### config.mk
export PLATFORM = sky130hd
export DESIGN_NAME = interval_timer
export DESIGN_NICKNAME = d
export VERILOG_FILES = /design/src/timer_pkg.sv /design/src/interval_timer.sv
export SDC_FILE = /design/constraint.sdc
export NUM_CORES = 1
export LEC_CHECK = 0
export BUFFER_PORTS_ARGS = -buffer_cell sky130_fd_sc_hd__buf_4
export CAP_MARGIN = 0
export CORE_ASPECT_RATIO = 0.5
export CORE_MARGIN = 3
export CORE_UTILIZATION = 71
export CTS_BUF_LIST = sky130_fd_sc_hd__clkbuf_2 sky130_fd_sc_hd__clkbuf_4 sky130_fd_sc_hd__clkbuf_8
export DETAILED_ROUTE_END_ITERATION = 6
export PLACE_DENSITY = 0.89
export SYNTH_ARGS = -nofsm -noshare
export SYNTH_HDL_FRONTEND = slang
export SYNTH_SLANG_ARGS = --single-unit
### constraint.sdc
create_clock -name core_clk -period 15.1 [get_ports core_clk]
set_input_delay 1.51 -clock core_clk [delete_from_list [all_inputs] [get_ports core_clk]]
set_output_delay 1.51 -clock core_clk [all_outputs]
set_load 0.02 [all_outputs]
### src/timer_pkg.sv
// Package with port addresses, control word fields and types of the interval timer.
package timer_pkg;

	localparam int NUM_COUNTERS = 3;

	// I/O port addresses.
	localparam logic [7:0] CNT0_PORT = 8'h40;
	localparam logic [7:0] CNT1_PORT = 8'h41;
	localparam logic [7:0] CNT2_PORT = 8'h42;
	localparam logic [7:0] CTRL_PORT = 8'h43;

	// Control word field positions.
	localparam int SEL_MSB = 7;
	localparam int SEL_LSB = 6;
	localparam int RW_MSB = 5;
	localparam int RW_LSB = 4;
	localparam int MODE_MSB = 3;
	localparam int MODE_LSB = 1;
	localparam int BCD_BIT = 0;

	// Read-back command fields: active-low count and status, counter mask.
	localparam int RB_NOCOUNT_BIT = 5;
	localparam int RB_NOSTAT_BIT = 4;
	localparam int RB_CNT_LSB = 1;

	// Codes of the counter select and byte access fields.
	localparam logic [1:0] SEL_READBACK = 2'h3;
	localparam logic [1:0] RW_LATCH = 2'h0;
	localparam logic [1:0] RW_LSB_ONLY = 2'h1;
	localparam logic [1:0] RW_MSB_ONLY = 2'h2;
	localparam logic [1:0] RW_BOTH = 2'h3;

	// Reset values.
	localparam logic [15:0] COUNT_RESET = 16'h0000;
	localparam logic [7:0] BYTE_RESET = 8'h00;
	localparam logic [7:0] UNMAPPED_READ = 8'h00;

	typedef enum logic [2:0] {
		MODE_EOC = 3'b000,
		MODE_ONESHOT = 3'b001,
		MODE_RATE = 3'b010,
		MODE_SQUARE = 3'b011,
		MODE_SWSTROBE = 3'b100,
		MODE_HWSTROBE = 3'b101
	} mode_t;

	typedef struct packed {
		logic [1:0] rw;
		logic [2:0] mode;
		logic bcd;
	} ctrl_t;

	localparam ctrl_t CTRL_RESET = 6'h00;

	typedef struct packed {
		logic wr;
		logic rd;
		logic [7:0] addr;
		logic [7:0] wdata;
	} io_req_t;

endpackage

### src/interval_timer.sv
// Three-channel 16-bit interval timer with its I/O port programming interface.
//
// Notes on behaviour
// - Three independent counters 0 to 2, each with a programmable, readable count.
// - Counter bytes are written and read at ports 40h, 41h and 42h.
// - Each counter port follows the settings last written to control port 43h.
// - Each 16-bit count moves over its port as a high and a low byte.
// - Control bits 7:6 select counter 0, 1, 2, or a read-back command.
// - Bits 5:4 give latch, low only, high only, or low then high.
// - Bits 3:1 choose mode 0 to 5; x10 is mode 2, x11 mode 3.
// - Modes: end of count, one-shot, rate, square wave, soft and hard strobe.
// - Counters count down, in 16-bit binary or in BCD.
// - Bit 0 of control and status selects binary (0) or BCD (1).
// - Once a control word is written, a new count may be written any time.
// - A new count takes effect at the point the mode defines.
// - After a read-back command with bit 4 clear, a port read returns that counter's status byte.
// - Status bit 7 equals the counter's output level.
// - Status bits 5:4 return the programmed byte access code.
// - Status bits 3:1 return the mode code exactly as written.
`timescale 1ns/1ps

module interval_timer
	import timer_pkg::*;
(
	// Clock and reset
	input wire logic core_clk,
	input wire logic sys_rst,
	// Host I/O port access
	input timer_pkg::io_req_t ioReq,
	output logic [7:0] ioRdData,
	output logic ioRdValid,
	// Counter pins
	input wire logic [timer_pkg::NUM_COUNTERS-1:0] countClkPin,
	input wire logic [timer_pkg::NUM_COUNTERS-1:0] gatePin,
	output logic [timer_pkg::NUM_COUNTERS-1:0] counterOut
);
	import timer_pkg::*;

	////////////////////////////////////////////////////////////////////////////////
	// Shared helpers.

	// One step down; in BCD each nibble borrows from the next, 0000 wraps to 9999.
	function automatic logic [15:0] cntDec(input logic [15:0] v, input logic bcd);
		logic [15:0] r;
		logic borrow;
		r = v - 16'h0001;
		borrow = 1'b1;
		if (bcd) begin
			r = v;
			for (int k = 0; k < 4; k++) begin
				if (borrow) begin
					if (r[4*k +: 4] == 4'h0) begin
						r[4*k +: 4] = 4'h9;
					end else begin
						r[4*k +: 4] = r[4*k +: 4] - 4'h1;
						borrow = 1'b0;
					end
				end
			end
		end
		return r;
	endfunction

	// Modes 2 and 3 ignore bit 3 of the code.
	function automatic mode_t normMode(input logic [2:0] m);
		mode_t r;
		r = mode_t'(m);
		if (m[1]) begin
			r = mode_t'({2'b01, m[0]});
		end
		return r;
	endfunction

	// Rate and square wave modes reload on their own at terminal count.
	function automatic logic autoReload(input mode_t m);
		return (m == MODE_RATE) || (m == MODE_SQUARE);
	endfunction

	// One-shot and hardware strobe start only on a gate rising edge.
	function automatic logic gateTrig(input mode_t m);
		return (m == MODE_ONESHOT) || (m == MODE_HWSTROBE);
	endfunction

	// Modes 0 and 4 load a written count at the next count clock without a trigger.
	function automatic logic loadOnWrite(input mode_t m);
		return (m == MODE_EOC) || (m == MODE_SWSTROBE);
	endfunction

	// Picks the high or the low byte of a count.
	function automatic logic [7:0] pickByte(input logic [15:0] v, input logic high);
		return high ? v[15:8] : v[7:0];
	endfunction

	////////////////////////////////////////////////////////////////////////////////
	// Pin synchronisers and port decode.

	logic [NUM_COUNTERS-1:0] clkS1, clkS2, clkS3;
	logic [NUM_COUNTERS-1:0] gateS1, gateS2, gateS3;
	logic [NUM_COUNTERS-1:0] tick, gateRise;
	logic [7:0] rdByte [NUM_COUNTERS];
	logic [7:0] rdMux;
	logic ctrlWr;
	logic [1:0] wrSel, wrRw;

	always_ff @(posedge core_clk or posedge sys_rst) begin
		if (sys_rst) begin
			clkS1 <= '0;
			clkS2 <= '0;
			clkS3 <= '0;
			gateS1 <= '0;
			gateS2 <= '0;
			gateS3 <= '0;
		end else begin
			clkS1 <= countClkPin;
			clkS2 <= clkS1;
			clkS3 <= clkS2;
			gateS1 <= gatePin;
			gateS2 <= gateS1;
			gateS3 <= gateS2;
		end
	end

	// Only the edge detectors read the third stage, so no logic sees a metastable first stage.
	// Counting happens on the rising edge of each counter's clock pin.
	assign tick = clkS2 & ~clkS3;
	assign gateRise = gateS2 & ~gateS3;

	assign ctrlWr = ioReq.wr && (ioReq.addr == CTRL_PORT);
	assign wrSel = ioReq.wdata[SEL_MSB:SEL_LSB];
	assign wrRw = ioReq.wdata[RW_MSB:RW_LSB];

	// Port 43h is write-only, so reading it returns the unmapped value.
	assign rdMux = (ioReq.addr == CNT0_PORT) ? rdByte[0] :
		(ioReq.addr == CNT1_PORT) ? rdByte[1] :
		(ioReq.addr == CNT2_PORT) ? rdByte[2] : UNMAPPED_READ;

	always_ff @(posedge core_clk or posedge sys_rst) begin
		if (sys_rst) begin
			ioRdData <= BYTE_RESET;
			ioRdValid <= 1'b0;
		end else begin
			ioRdValid <= ioReq.rd;
			if (ioReq.rd) begin
				ioRdData <= rdMux;
			end
		end
	end

	////////////////////////////////////////////////////////////////////////////////
	// Counter channels.

	for (genvar i = 0; i < NUM_COUNTERS; i++) begin : g_cnt
		ctrl_t ctrlR;
		logic [15:0] crR, ceR, olR;
		logic [7:0] stR;
		logic olValidR, stValidR, wrHighR, rdHighR;
		logic nullR, loadR, armR, runR, outR, trigR;
		logic portHit, cntWr, cntRd, ctrlHit, latchCmd, rbHit, rbCount, rbStat;
		logic cntDone, rdHigh, rdLast, isStrobe, loadNow;
		logic [15:0] crNew, rdSrc, dec1, dec2;
		mode_t md, wrMd;
		logic stbRun, trigMd, reloadMd, loadOnCnt, latchGo, statGo;
		logic [7:0] stNew;

		assign portHit = ioReq.addr == (CNT0_PORT + 8'(i));
		assign cntWr = ioReq.wr && portHit;
		assign cntRd = ioReq.rd && portHit;
		assign ctrlHit = ctrlWr && (wrSel == 2'(i)) && (wrRw != RW_LATCH);
		assign latchCmd = ctrlWr && (wrSel == 2'(i)) && (wrRw == RW_LATCH);
		assign rbHit = ctrlWr && (wrSel == SEL_READBACK) && ioReq.wdata[RB_CNT_LSB + i];
		assign rbCount = rbHit && !ioReq.wdata[RB_NOCOUNT_BIT];
		assign rbStat = rbHit && !ioReq.wdata[RB_NOSTAT_BIT];

		assign md = normMode(ctrlR.mode);
		assign wrMd = normMode(ioReq.wdata[MODE_MSB:MODE_LSB]);
		assign dec1 = cntDec(ceR, ctrlR.bcd);
		assign dec2 = cntDec(dec1, ctrlR.bcd);
		assign isStrobe = (md == MODE_SWSTROBE) || (md == MODE_HWSTROBE);
		assign stbRun = isStrobe && (gateS2[i] || md == MODE_HWSTROBE);

		// Count bytes assemble in the programmed order; a single-byte write clears the other byte.
		assign cntDone = cntWr && ((ctrlR.rw != RW_BOTH) || wrHighR);
		assign crNew = (ctrlR.rw == RW_LSB_ONLY) ? {8'h00, ioReq.wdata} :
			(ctrlR.rw == RW_MSB_ONLY) ? {ioReq.wdata, 8'h00} :
			wrHighR ? {ioReq.wdata, crR[7:0]} : {crR[15:8], ioReq.wdata};

		// Gate edges reload modes 2 and 3 and trigger modes 1 and 5.
		assign trigMd = gateTrig(md);
		assign reloadMd = autoReload(md);
		assign loadNow = loadR || (trigR && ((armR && trigMd) || (runR && reloadMd)));
		// A running rate or square counter keeps its old count until the next reload.
		assign loadOnCnt = loadOnWrite(md) || (!runR && reloadMd);

		// Status first, then a latched count, else the live count.
		assign rdSrc = olValidR ? olR : ceR;
		assign rdHigh = (ctrlR.rw == RW_MSB_ONLY) || ((ctrlR.rw == RW_BOTH) && rdHighR);
		assign rdLast = (ctrlR.rw != RW_BOTH) || rdHighR;
		assign rdByte[i] = stValidR ? stR : pickByte(rdSrc, rdHigh);
		assign counterOut[i] = outR;

		// Host-side decode of the latch and status commands.
		assign latchGo = (latchCmd || rbCount) && !olValidR;
		assign statGo = rbStat && !stValidR;
		assign stNew = {outR, nullR, ctrlR};

		always_ff @(posedge core_clk or posedge sys_rst) begin
			if (sys_rst) begin
				ctrlR <= CTRL_RESET;
				crR <= COUNT_RESET;
				ceR <= COUNT_RESET;
				olR <= COUNT_RESET;
				stR <= BYTE_RESET;
				olValidR <= 1'b0;
				stValidR <= 1'b0;
				wrHighR <= 1'b0;
				rdHighR <= 1'b0;
				nullR <= 1'b0;
				loadR <= 1'b0;
				armR <= 1'b0;
				runR <= 1'b0;
				outR <= 1'b0;
				trigR <= 1'b0;
			end else begin
				// Counting side; bus writes below take precedence in the same cycle.
				if (tick[i]) begin
					trigR <= 1'b0;
					if (loadNow) begin
						ceR <= crR;
						nullR <= 1'b0;
						loadR <= 1'b0;
						runR <= 1'b1;
						if (md == MODE_ONESHOT) begin
							outR <= 1'b0;
						end
					end else if (runR) begin
						case (md)
							MODE_EOC: begin
								if (gateS2[i]) begin
									ceR <= dec1;
									if (dec1 == 16'h0000) begin
										outR <= 1'b1;
									end
								end
							end
							MODE_ONESHOT: begin
								ceR <= dec1;
								if (dec1 == 16'h0000) begin
									outR <= 1'b1;
								end
							end
							MODE_RATE: begin
								if (!gateS2[i]) begin
									outR <= 1'b1;
								end else if (ceR == 16'h0001) begin
									ceR <= crR;
									nullR <= 1'b0;
									outR <= 1'b1;
								end else begin
									ceR <= dec1;
									outR <= dec1 != 16'h0001;
								end
							end
							MODE_SQUARE: begin
								if (!gateS2[i]) begin
									outR <= 1'b1;
								end else if (dec1 == 16'h0000 || dec2 == 16'h0000) begin
									ceR <= crR;
									nullR <= 1'b0;
									outR <= !outR;
								end else begin
									ceR <= dec2;
								end
							end
							default: begin
								// Strobes pulse low for one count clock, then stop.
								if (stbRun) begin
									ceR <= dec1;
									outR <= dec1 != 16'h0000;
									if (!outR) begin
										outR <= 1'b1;
										runR <= 1'b0;
									end
								end
							end
						endcase
					end
				end
				// A gate edge in the same cycle as a consumed tick is kept.
				if (gateRise[i]) begin
					trigR <= 1'b1;
				end

				// Host side.
				if (ctrlHit) begin
					ctrlR <= ctrl_t'(ioReq.wdata[RW_MSB:BCD_BIT]);
					wrHighR <= 1'b0;
					rdHighR <= 1'b0;
					olValidR <= 1'b0;
					nullR <= 1'b1;
					loadR <= 1'b0;
					armR <= 1'b0;
					runR <= 1'b0;
					outR <= wrMd != MODE_EOC;
				end else if (cntWr) begin
					crR <= crNew;
					if (ctrlR.rw == RW_BOTH) begin
						wrHighR <= !wrHighR;
					end
					if (cntDone) begin
						nullR <= 1'b1;
						loadR <= loadOnCnt;
						armR <= 1'b1;
						if (md == MODE_EOC) begin
							outR <= 1'b0;
						end
					end
				end
				if (cntRd) begin
					if (stValidR) begin
						stValidR <= 1'b0;
					end else begin
						if (ctrlR.rw == RW_BOTH) begin
							rdHighR <= !rdHighR;
						end
						if (rdLast) begin
							olValidR <= 1'b0;
						end
					end
				end
				// Repeated latch commands are ignored until the frozen count is read.
				if (latchGo) begin
					olR <= ceR;
					olValidR <= 1'b1;
				end
				if (statGo) begin
					stR <= stNew;
					stValidR <= 1'b1;
				end
			end
		end
	end

endmodule // interval_timer

======== Yosys cells after proc, flatten, opt, wreduce, memory -nomap -nowiden ========
Index checks and enable logic that the tools add are counted.
W data, S select, Z words.
operators by class
  $add $sub $neg .......................... 30
  equal/unequal tests ..................... 52
  multiplexer cells ....................... 325
  bitwise gates (word level) .............. 7
  reduce and logical (&&, ||, !) cells .... 197
operators with widths
  operator                 number
  $mux W16                 42
  $mux W1                  219
  $pmux W16 S4             3
  $mux W4                  42
  $logic_not A16 Y1        6
  $logic_not A4 Y1         24
  $sub A16 B1 Y16 const B  6
  $sub A4 B1 Y4 const B    24
  $mux W8                  9
  $logic_and A1 B1 Y1      53
  $eq A16 B1 Y1 const B    3
  $ne A16 B1 Y1 const B    3
  $reduce_bool A16 Y1      3
  $reduce_bool A2 Y1       22
  $logic_or A1 B1 Y1       39
  $eq A8 B7 Y1 const B     4
  $ne A3 B3 Y1 const B     9
  $logic_not A1 Y1         20
  $eq A3 B2 Y1 const B     6
  $eq A3 B3 Y1 const B     6
  $reduce_and A3 Y1        6
  $reduce_and A6 Y1        3
  $reduce_bool A6 Y1       3
  $eq A2 B2 Y1 const B     8
  other kinds (15)         48
storage, ports and cells
  register bits after elaboration ......... 243
  output and inout port bits .............. 12
  logic and storage cells ................. 673

======== Logic depth before layout (Yosys ltp) ========
Gate-level depths: netlist (run 1).
  depth after elaboration ................. 30
  mapped depth ............................ 19
  mapped depth without buffers ............ 15

======== Worst setup path after synthesis (run 1) ========
No wires, ideal clock.
  kind .................................... flip-flop to flip-flop
  start ................................... register g_cnt[1].ceR[0]
  end ..................................... register g_cnt[1].ceR[15]
  arrival time ............................ 4209 ps
  data required time ...................... 14975 ps
  setup slack ............................. 10767 ps
  cell stages (with the launch flop) ...... 19
  path through ............................ dfrtp_1 -> buf_6 -> inv_1 -> ha_1 -> or3b_2 -> clkbuf_1 -> mux2i_1 -> a311o_1 -> nor4_4 -> and2_1 -> buf_4 -> a21oi_2 -> a2111oi_4 -> nand4_2 -> a21oi_4 -> buf_6 -> mux2_1 -> a21oi_1 -> nor3_2
between the ends
  cells in the longest elaborated chain, start to end .. 20
  elaborated cells between the ends (all ways) .. 52
RTL lines
  item                                                      line                   RTL
  start: declaration                                        interval_timer.sv:154  logic [15:0] crR, ceR, olR;
  start signal: assignment                                  interval_timer.sv:228  ceR <= crR;
  start signal: assignment                                  interval_timer.sv:255  ceR <= crR;
  start signal: assignment                                  interval_timer.sv:267  ceR <= crR;
  branches (longest 17 deep; another with $sub A16 B1 Y16)  --
  $pmux W16 S4 *                                            interval_timer.sv:236  case (md)
  $mux W16 *                                                interval_timer.sv:235  end else if (runR) begin
  $mux W16 *                                                interval_timer.sv:227  if (loadNow) begin
Every way passes the cells marked *. The select of a mux whose other input is x is not followed.
A chain may end at the register's enable or synchronous reset.

======== Worst setup path in the final report (run 1) ========
  start ................................... register g_cnt[1].ctrlR[0] (netlist name)
  end ..................................... register g_cnt[1].ceR[4]
between the ends
  cells in the longest elaborated chain, start to end .. 17
  elaborated cells between the ends (all ways) .. 38
RTL lines
  item                      line                   RTL
  start: declaration        interval_timer.sv:153  ctrl_t ctrlR;
  start signal: assignment  interval_timer.sv:295  ctrlR <= ctrl_t'(ioReq.wdata[RW_MSB:BCD_BIT]);
  $mux W16                  interval_timer.sv:48   if (bcd) begin
  $logic_not A4 Y1          interval_timer.sv:52   if (r[4*k +: 4] == 4'h0) begin
  $mux W1                   interval_timer.sv:52
  $mux W1                   interval_timer.sv:48
  $mux W1                   interval_timer.sv:51   if (borrow) begin
  $mux W1                   interval_timer.sv:48
  $mux W1                   interval_timer.sv:51
  $mux W1                   interval_timer.sv:48
  $mux W4                   interval_timer.sv:51
  $mux W16                  interval_timer.sv:48
  $logic_not A16 Y1         interval_timer.sv:266  end else if (dec1 == 16'h0000 || dec2 == 16'h0000) begin
  $logic_or A1 B1 Y1        interval_timer.sv:266
  $mux W16                  interval_timer.sv:266
  $mux W16                  interval_timer.sv:264  if (!gateS2[i]) begin
  $pmux W16 S4 *            interval_timer.sv:236
  $mux W16 *                interval_timer.sv:235
  $mux W16 *                interval_timer.sv:227
Mark *: on every way between the ends. The rest lies on a longest branch, timed or not. The select of a mux whose other input is x is not followed.

==> impl_metrics.tcl, run 1 <==
set metrics [dict create \
    vias_per_cell 7.29 \
    grt_pass1_vias 15800 \
    h-tree-depth 2 \
    r2r-end "g_cnt[1].ceR[4]" \
    placed_cells 2265 \
    setup-tns-final_ns 0 \
    status "completed" \
    slew_headroom 0.0921 \
    grt_usage 0.410 \
    syn_inst 2065 \
    final_nets 2034 \
    cts_resized 0 \
    cellLeakagePower_uw 0.00718 \
    worstSetupStartpointType "flip-flop" \
    setup_viol 0 \
    grt-ovfl-total 0 \
    cts_buffers 36 \
    synth_xor_area_frac 0.0279 \
    min_path_type "reg -> reg" \
    r2r_slack_ns 9.53 \
    routabilityCongestion 1.04 \
    tightestPinTransition_ns 1.36 \
    final_common_cell "dfrtp_1" \
    vias 17000 \
    grt_max_degree 129 \
    combPwrFrac 0.249 \
    crit_required_ns 15.51 \
    powerDensity_nw_per_um2 100 \
    timing.final.crit_share 0.369 \
    synth_simple_gate_area_share 0.233 \
    hold_end "gateS2[2]" \
    skew_ns 0.0330 \
    yosys-top-cells-area "dfrtp_1 (35%), mux2_2 (5.7%), nand2_1 (4.8%)" \
    post_cts_buffers 0 \
    critPathCaptureType "flip-flop" \
    root_buffer "clkbuf_8" \
    drive_gt1_frac 0.139 \
    max_freq_ghz 0.180 \
    dieArea_um2 26400 \
    final-max-slew-violation-count 0 \
    p_int_uw 1170 \
    fin_cells 2330 \
    total_power_uw 1830 \
    drt-pass1-iter-count 6 \
    p_sw_frac 0.362 \
    areaGrowthSynthToFinish_pct 5.55 \
    synth_fa_ha_area_frac 0.00869 \
    synth_compound_area_frac 0.221 \
    synthArstFlopShare 1.00 \
    grt_pass1_wl_um 85600 \
    synth_top_area_frac 0.352 \
    r2r-start "g_cnt[1].ctrlR[0]" \
    rsz0062_at_grt "no" \
    clock_power_share 0.318 \
    peakVddDrop_uv 92.9 \
    postRouteAntennaNets 0 \
    synth_top_family_by_area "simple AND/OR/NAND/NOR gates" \
    clock_latency_ns 0.56 \
    grt_antenna_before_repair 2 \
    cts_buffer_depth 3 \
    remaining_drc_errors 0 \
    drt-initial-drc-count 3059 \
    min_from "gateS1[2]" \
    ys_types 92 \
    cts.clk_slew.worst_paths_ns 0.07 \
    synth_mux_area_frac 0.108 \
    syn_area_um2 17300 \
    rows 39 \
    worst_ep_arrival_time_ns 5.98 \
    ys_ff_latch 243 \
    port_buffers 37 \
    cts_sinks 243 \
    yosysTopAreaCell "dfrtp_1" \
    criticalPathCategory "reg -> reg" \
    hpwl_um 37100 \
    synth_edf_count 0 \
    pin_count 38 \
    reg2reg_depth 14 \
    crit_start "g_cnt[1].ctrlR[0]" \
    hold_slack_ns 0.349 \
    antenna_cells 0 \
    power.switching_uw 662 \
    holdBufCountCts 0 \
    synth_ff_type "dfrtp_1" \
    die_h_um 116 \
    ys_seq_area_frac 0.352 \
    hold_path_depth 0 \
    wire_per_inst_um 23.0 \
    cts_tree "built" \
    fin_crit_ns 5.57 \
    cp_max_fo 21 \
    final_cell_mix "dfrtp_1 (243), nand2_1 (219), nor2_1 (181)" \
    avgSynthCellArea_um2 8.37 \
    synth_nets 2103 \
    routed_wirelength_um 53600 \
    ys_warn_count 0 \
    p_seq_frac 0.433 \
    die_w_um 227 \
    initial_utilization 0.739 \
    finalHoldViolCount 0 \
    core_um2 23400 \
    drv_cap 0 \
]
per-stage QoR:
step                       util  cell area [um^2]  setup WS [ns]
after floorplan               -             17300           6.92
after global placement    0.748             17500           9.86
after detailed placement  0.748             17500           9.75
after CTS                 0.780             18200           9.67
after global routing      0.780             18200           9.29
final                     0.780             18200           9.53
cell usage after synthesis, drive strengths merged, types with 18 or more instances:
master and instances:
a211oi 27, a21oi 147, a22oi 18, a31oi 19, and2 24, buf 24, clkbuf 141, dfrtp 243
inv 51, mux2 91, mux2i 29, mux4 24, nand2 219, nand2b 21, nand3 51, nand4 22
nor2 181, nor2b 25, nor3 112, nor4 41, o211ai 18, o21ai 155, o221ai 35, o31ai 19
or3 23, xnor2 36, xor2 19
how the worst max path moves through the flow:
stage,end
finish,g_cnt[1].ceR[4]
detailed placement,g_cnt[1].ceR[4]
CTS,g_cnt[1].ceR[4]
global route,g_cnt[2].ceR[11]
global placement,g_cnt[1].ceR[3]
floorplan,clkS1[0]
flip-flops by register name, summed over array words and instances (netlist names), 8 cells and up:
signal,cells
g_cnt.ctrlR,18
g_cnt.stR,24
g_cnt.olR,48
g_cnt.crR,48
g_cnt.ceR,48
ioRdData,8
power groups by stage:
stage | sequential, uW | clock [uW] | combinational [uW]
after CTS | 783 | 583 | 440
after global routing | 793 | 612 | 498
final | 791 | 581 | 455
after global placement | 792 | 0 | 425
after floorplan | 726 | 0 | 367
after detailed placement | 795 | 0 | 437
routing by layer:
| layer | share of wire | track usage |
|---|---|---|
| met2 | 0.44 | 0.643 |
| met4 | 0.055 | 0.202 |
| met5 | 0.00037 | 0 |
| met3 | 0.12 | 0.0851 |
| met1 | 0.39 | 0.552 |
cell families (layout without fill, tap and decap cells):
group,Yosys count,after routing
and+or+nand+nor,808,808
DFF,243,243
xor gates and xnor gates,55,55
muxes,144,144
AOI/OAI and AO/OA,583,583
adders and majority gates,12,12
buffers and inverters,220,178
cell type report:
class | count | area (um^2)
clock buffers | 55 | 669
clock inverters | 10 | 91.3
fillers | 1659 | 5130
inverters | 55 | 214
multi-input cells | 1602 | 10400
flip-flops and latches | 243 | 6080
well taps | 307 | 384
repair buffers | 58 | 435
critical path, stage by stage (launching register included):
cell,delay (ns)
dfrtp_1,0.76
buf_4,0.38
nor4bb_1,0.69
nor2_1,0.18
inv_1,0.15
ha_1,0.25
or3_1,0.37
a2111oi_0,0.45
o21ai_0,0.30
a2111oi_4,0.40
nand4_2,0.22
a21oi_4,0.60
mux2_2,0.42
a21oi_1,0.18
nor3_1,0.08
Power figures use the tool's default switching activity.
==> run 2, diff against run 1 <==
- CORE_UTILIZATION: 71 -> 60
- PLACE_DENSITY: 0.89 -> 0.8
- clock period: 15.1 -> 5.1 ns (I/O delays scaled with it)
==> impl_metrics.tcl, run 2 (synthesized netlist as in run 1, its figures left out) <==
set metrics [dict create \
    p_int_uw 3510 \
    reg_top3 "g_cnt.ceR x48, g_cnt.crR x48, g_cnt.olR x48" \
    cts_buffers 37 \
    cts_buffer_depth 3 \
    drv_cap 0 \
    grt-ovfl-total 0 \
    r2r_slack_ns 0.38 \
    h-tree-depth 2 \
    worst-path-stages 15 \
    drt-pass1-iter-count 6 \
    cts.clk_slew.worst_paths_ns 0.07 \
    final_nets 2079 \
    hpwl_um 37700 \
    areaGrowthSynthToFinish_pct 8.09 \
    holdBufCountCts 0 \
    skew_ns 0.0508 \
    status "completed" \
    rsz0062_at_grt "no" \
    cellLeakagePower_uw 0.00738 \
    min_path_type "in -> async" \
    p_sw_frac 0.355 \
    worstPathCellList "inv_1, ha_1, or3b_2, mux2i_1, a311o_1, nor4_4, and2_1, nand3_1, xnor2_1, nand4_2, a21oi_4, buf_12, mux2_1, a21oi_1, nor3_2" \
    vias_per_cell 6.89 \
    hold_slack_ns 0.0793 \
    slew_headroom 0.198 \
    p_seq_frac 0.411 \
    port_buffers 37 \
    combPwrFrac 0.275 \
    postRouteAntennaNets 0 \
    clock_latency_ns 0.57 \
    rows 43 \
    clock_power_share 0.315 \
    drt-initial-drc-count 2165 \
    die_w_um 246 \
    grt_pass1_wl_um 86600 \
    setup-tns-final_ns 0 \
    timing.final.crit_share 0.926 \
    cts_sinks 243 \
    final-max-slew-violation-count 0 \
    pin_count 38 \
    crit_path_max_incr_delay_ns 0.54 \
    powerDensity_nw_per_um2 291 \
    cts_tree "built" \
    max_freq_ghz 0.212 \
    fin_util 0.666 \
    setup_viol 0 \
    final_cell_mix "dfrtp_1 (243), nand2_1 (219), nor2_1 (181)" \
    critPathCaptureType "flip-flop" \
    critPathTopFamily "simple AND/OR/NAND/NOR gates" \
    worst_ep_arrival_time_ns 5.13 \
    worstSetupStartpointType "flip-flop" \
    drive_gt1_frac 0.156 \
    r2r-end "g_cnt[1].ceR[15]" \
    final_common_cell "dfrtp_1" \
    tightestPinTransition_ns 1.19 \
    routabilityCongestion 0.998 \
    power.switching_uw 1930 \
    fin_crit_ns 4.72 \
    peakVddDrop_uv 287 \
    crit_required_ns 5.51 \
    initial_utilization 0.616 \
    cp_max_fo 14 \
    cp.buffers_inverters 2 \
    r2r-start "g_cnt[1].ceR[0]" \
    grt_pass1_vias 15900 \
    dieArea_um2 31000 \
    finalHoldViolCount 0 \
    routed_wirelength_um 53600 \
    grt_antenna_before_repair 0 \
    grt_max_degree 132 \
    core_um2 28000 \
    slowest_stage "or3b_2" \
    root_buffer "clkbuf_8" \
    antenna_cells 0 \
    criticalPathCategory "reg -> reg" \
    wire_per_inst_um 21.9 \
    reg2reg_depth 15 \
    grt_usage 0.347 \
    vias 16800 \
    remaining_drc_errors 0 \
    die_h_um 126 \
]
-- run 2: changes by cell type in the layout (fill, tap and decap cells not counted), sizes merged --
cell      delta
inv          -3
clkinv       -1
clkbuf       -2
clkinvlp     +1
buf         +44
-- run 2: layer usage --
metal / up-vias / GRT usage / wire length (um) / part of all wire
met2: 1104 / 0.542 / 23900 / 0.45
met5: - / 0 / 0 / 0
met1: 7955 / 0.476 / 21600 / 0.40
li1: 7607 / - / - / -
met3: 178 / 0.0723 / 5790 / 0.11
met4: 0 / 0.143 / 2300 / 0.043
-- run 2: worst register-to-register path, cell delays in order (launching register included) --
cell	delay [ns]
dfrtp_1	0.47
inv_1	0.15
ha_1	0.23
or3b_2	0.54
mux2i_1	0.17
a311o_1	0.44
nor4_4	0.48
and2_1	0.33
nand3_1	0.13
xnor2_1	0.38
nand4_2	0.25
a21oi_4	0.26
buf_12	0.17
mux2_1	0.33
a21oi_1	0.18
nor3_2	0.05
-- run 2: per-stage QoR --
step	instance area (um^2)	power, uW	worst slack (ns)	std cells
2_1_floorplan	17300	3240	0.767	2065
3_3_place_gp	17900	3680	0.411	2383
3_5_place_dp	17900	3710	0.325	2383
4_1_cts	18600	5410	0.287	2443
5_1_grt	18700	5710	0.0448	2444
6_report	18700	5440	0.378	2444
-- run 2: what timing repair did --
item	in CTS	in global routing
buffers inserted	0	1
setup endpoints to repair	0	16
resized for setup	0	2
-- run 2: layout make-up --
| cell class | instances | area [um^2] |
|---|---|---|
| inverters | 55 | 210 |
| fillers | 2295 | 9350 |
| flip-flops and latches | 243 | 6080 |
| well taps | 382 | 478 |
| clock inverters | 7 | 68.8 |
| repair buffers | 102 | 791 |
| clock buffers | 53 | 679 |
| multi-input cells | 1602 | 10400 |
-- run 2: worst max-delay path by stage --
stage                     from               end  slack [ns]
2_1_floorplan  g_cnt[1].ceR[0]  g_cnt[1].ceR[15]        0.77
3_3_place_gp   g_cnt[1].ceR[0]   g_cnt[1].ceR[3]        0.41
3_5_place_dp   g_cnt[1].ceR[0]   g_cnt[1].ceR[3]        0.33
4_1_cts        g_cnt[1].ceR[0]  g_cnt[1].ceR[11]        0.29
5_1_grt        g_cnt[1].ceR[0]   g_cnt[1].ceR[8]        0.04
6_report       g_cnt[1].ceR[0]  g_cnt[1].ceR[15]        0.38
-- run 2: power by group through the flow --
| stage | registers [uW] | logic (uW) | clock network, uW |
|---|---|---|---|
| floorplan | 2150 | 1090 | 0 |
| global placement | 2260 | 1420 | 0 |
| detailed placement | 2260 | 1450 | 0 |
| CTS | 2230 | 1450 | 1730 |
| global route | 2250 | 1630 | 1830 |
| finish | 2240 | 1490 | 1710 |
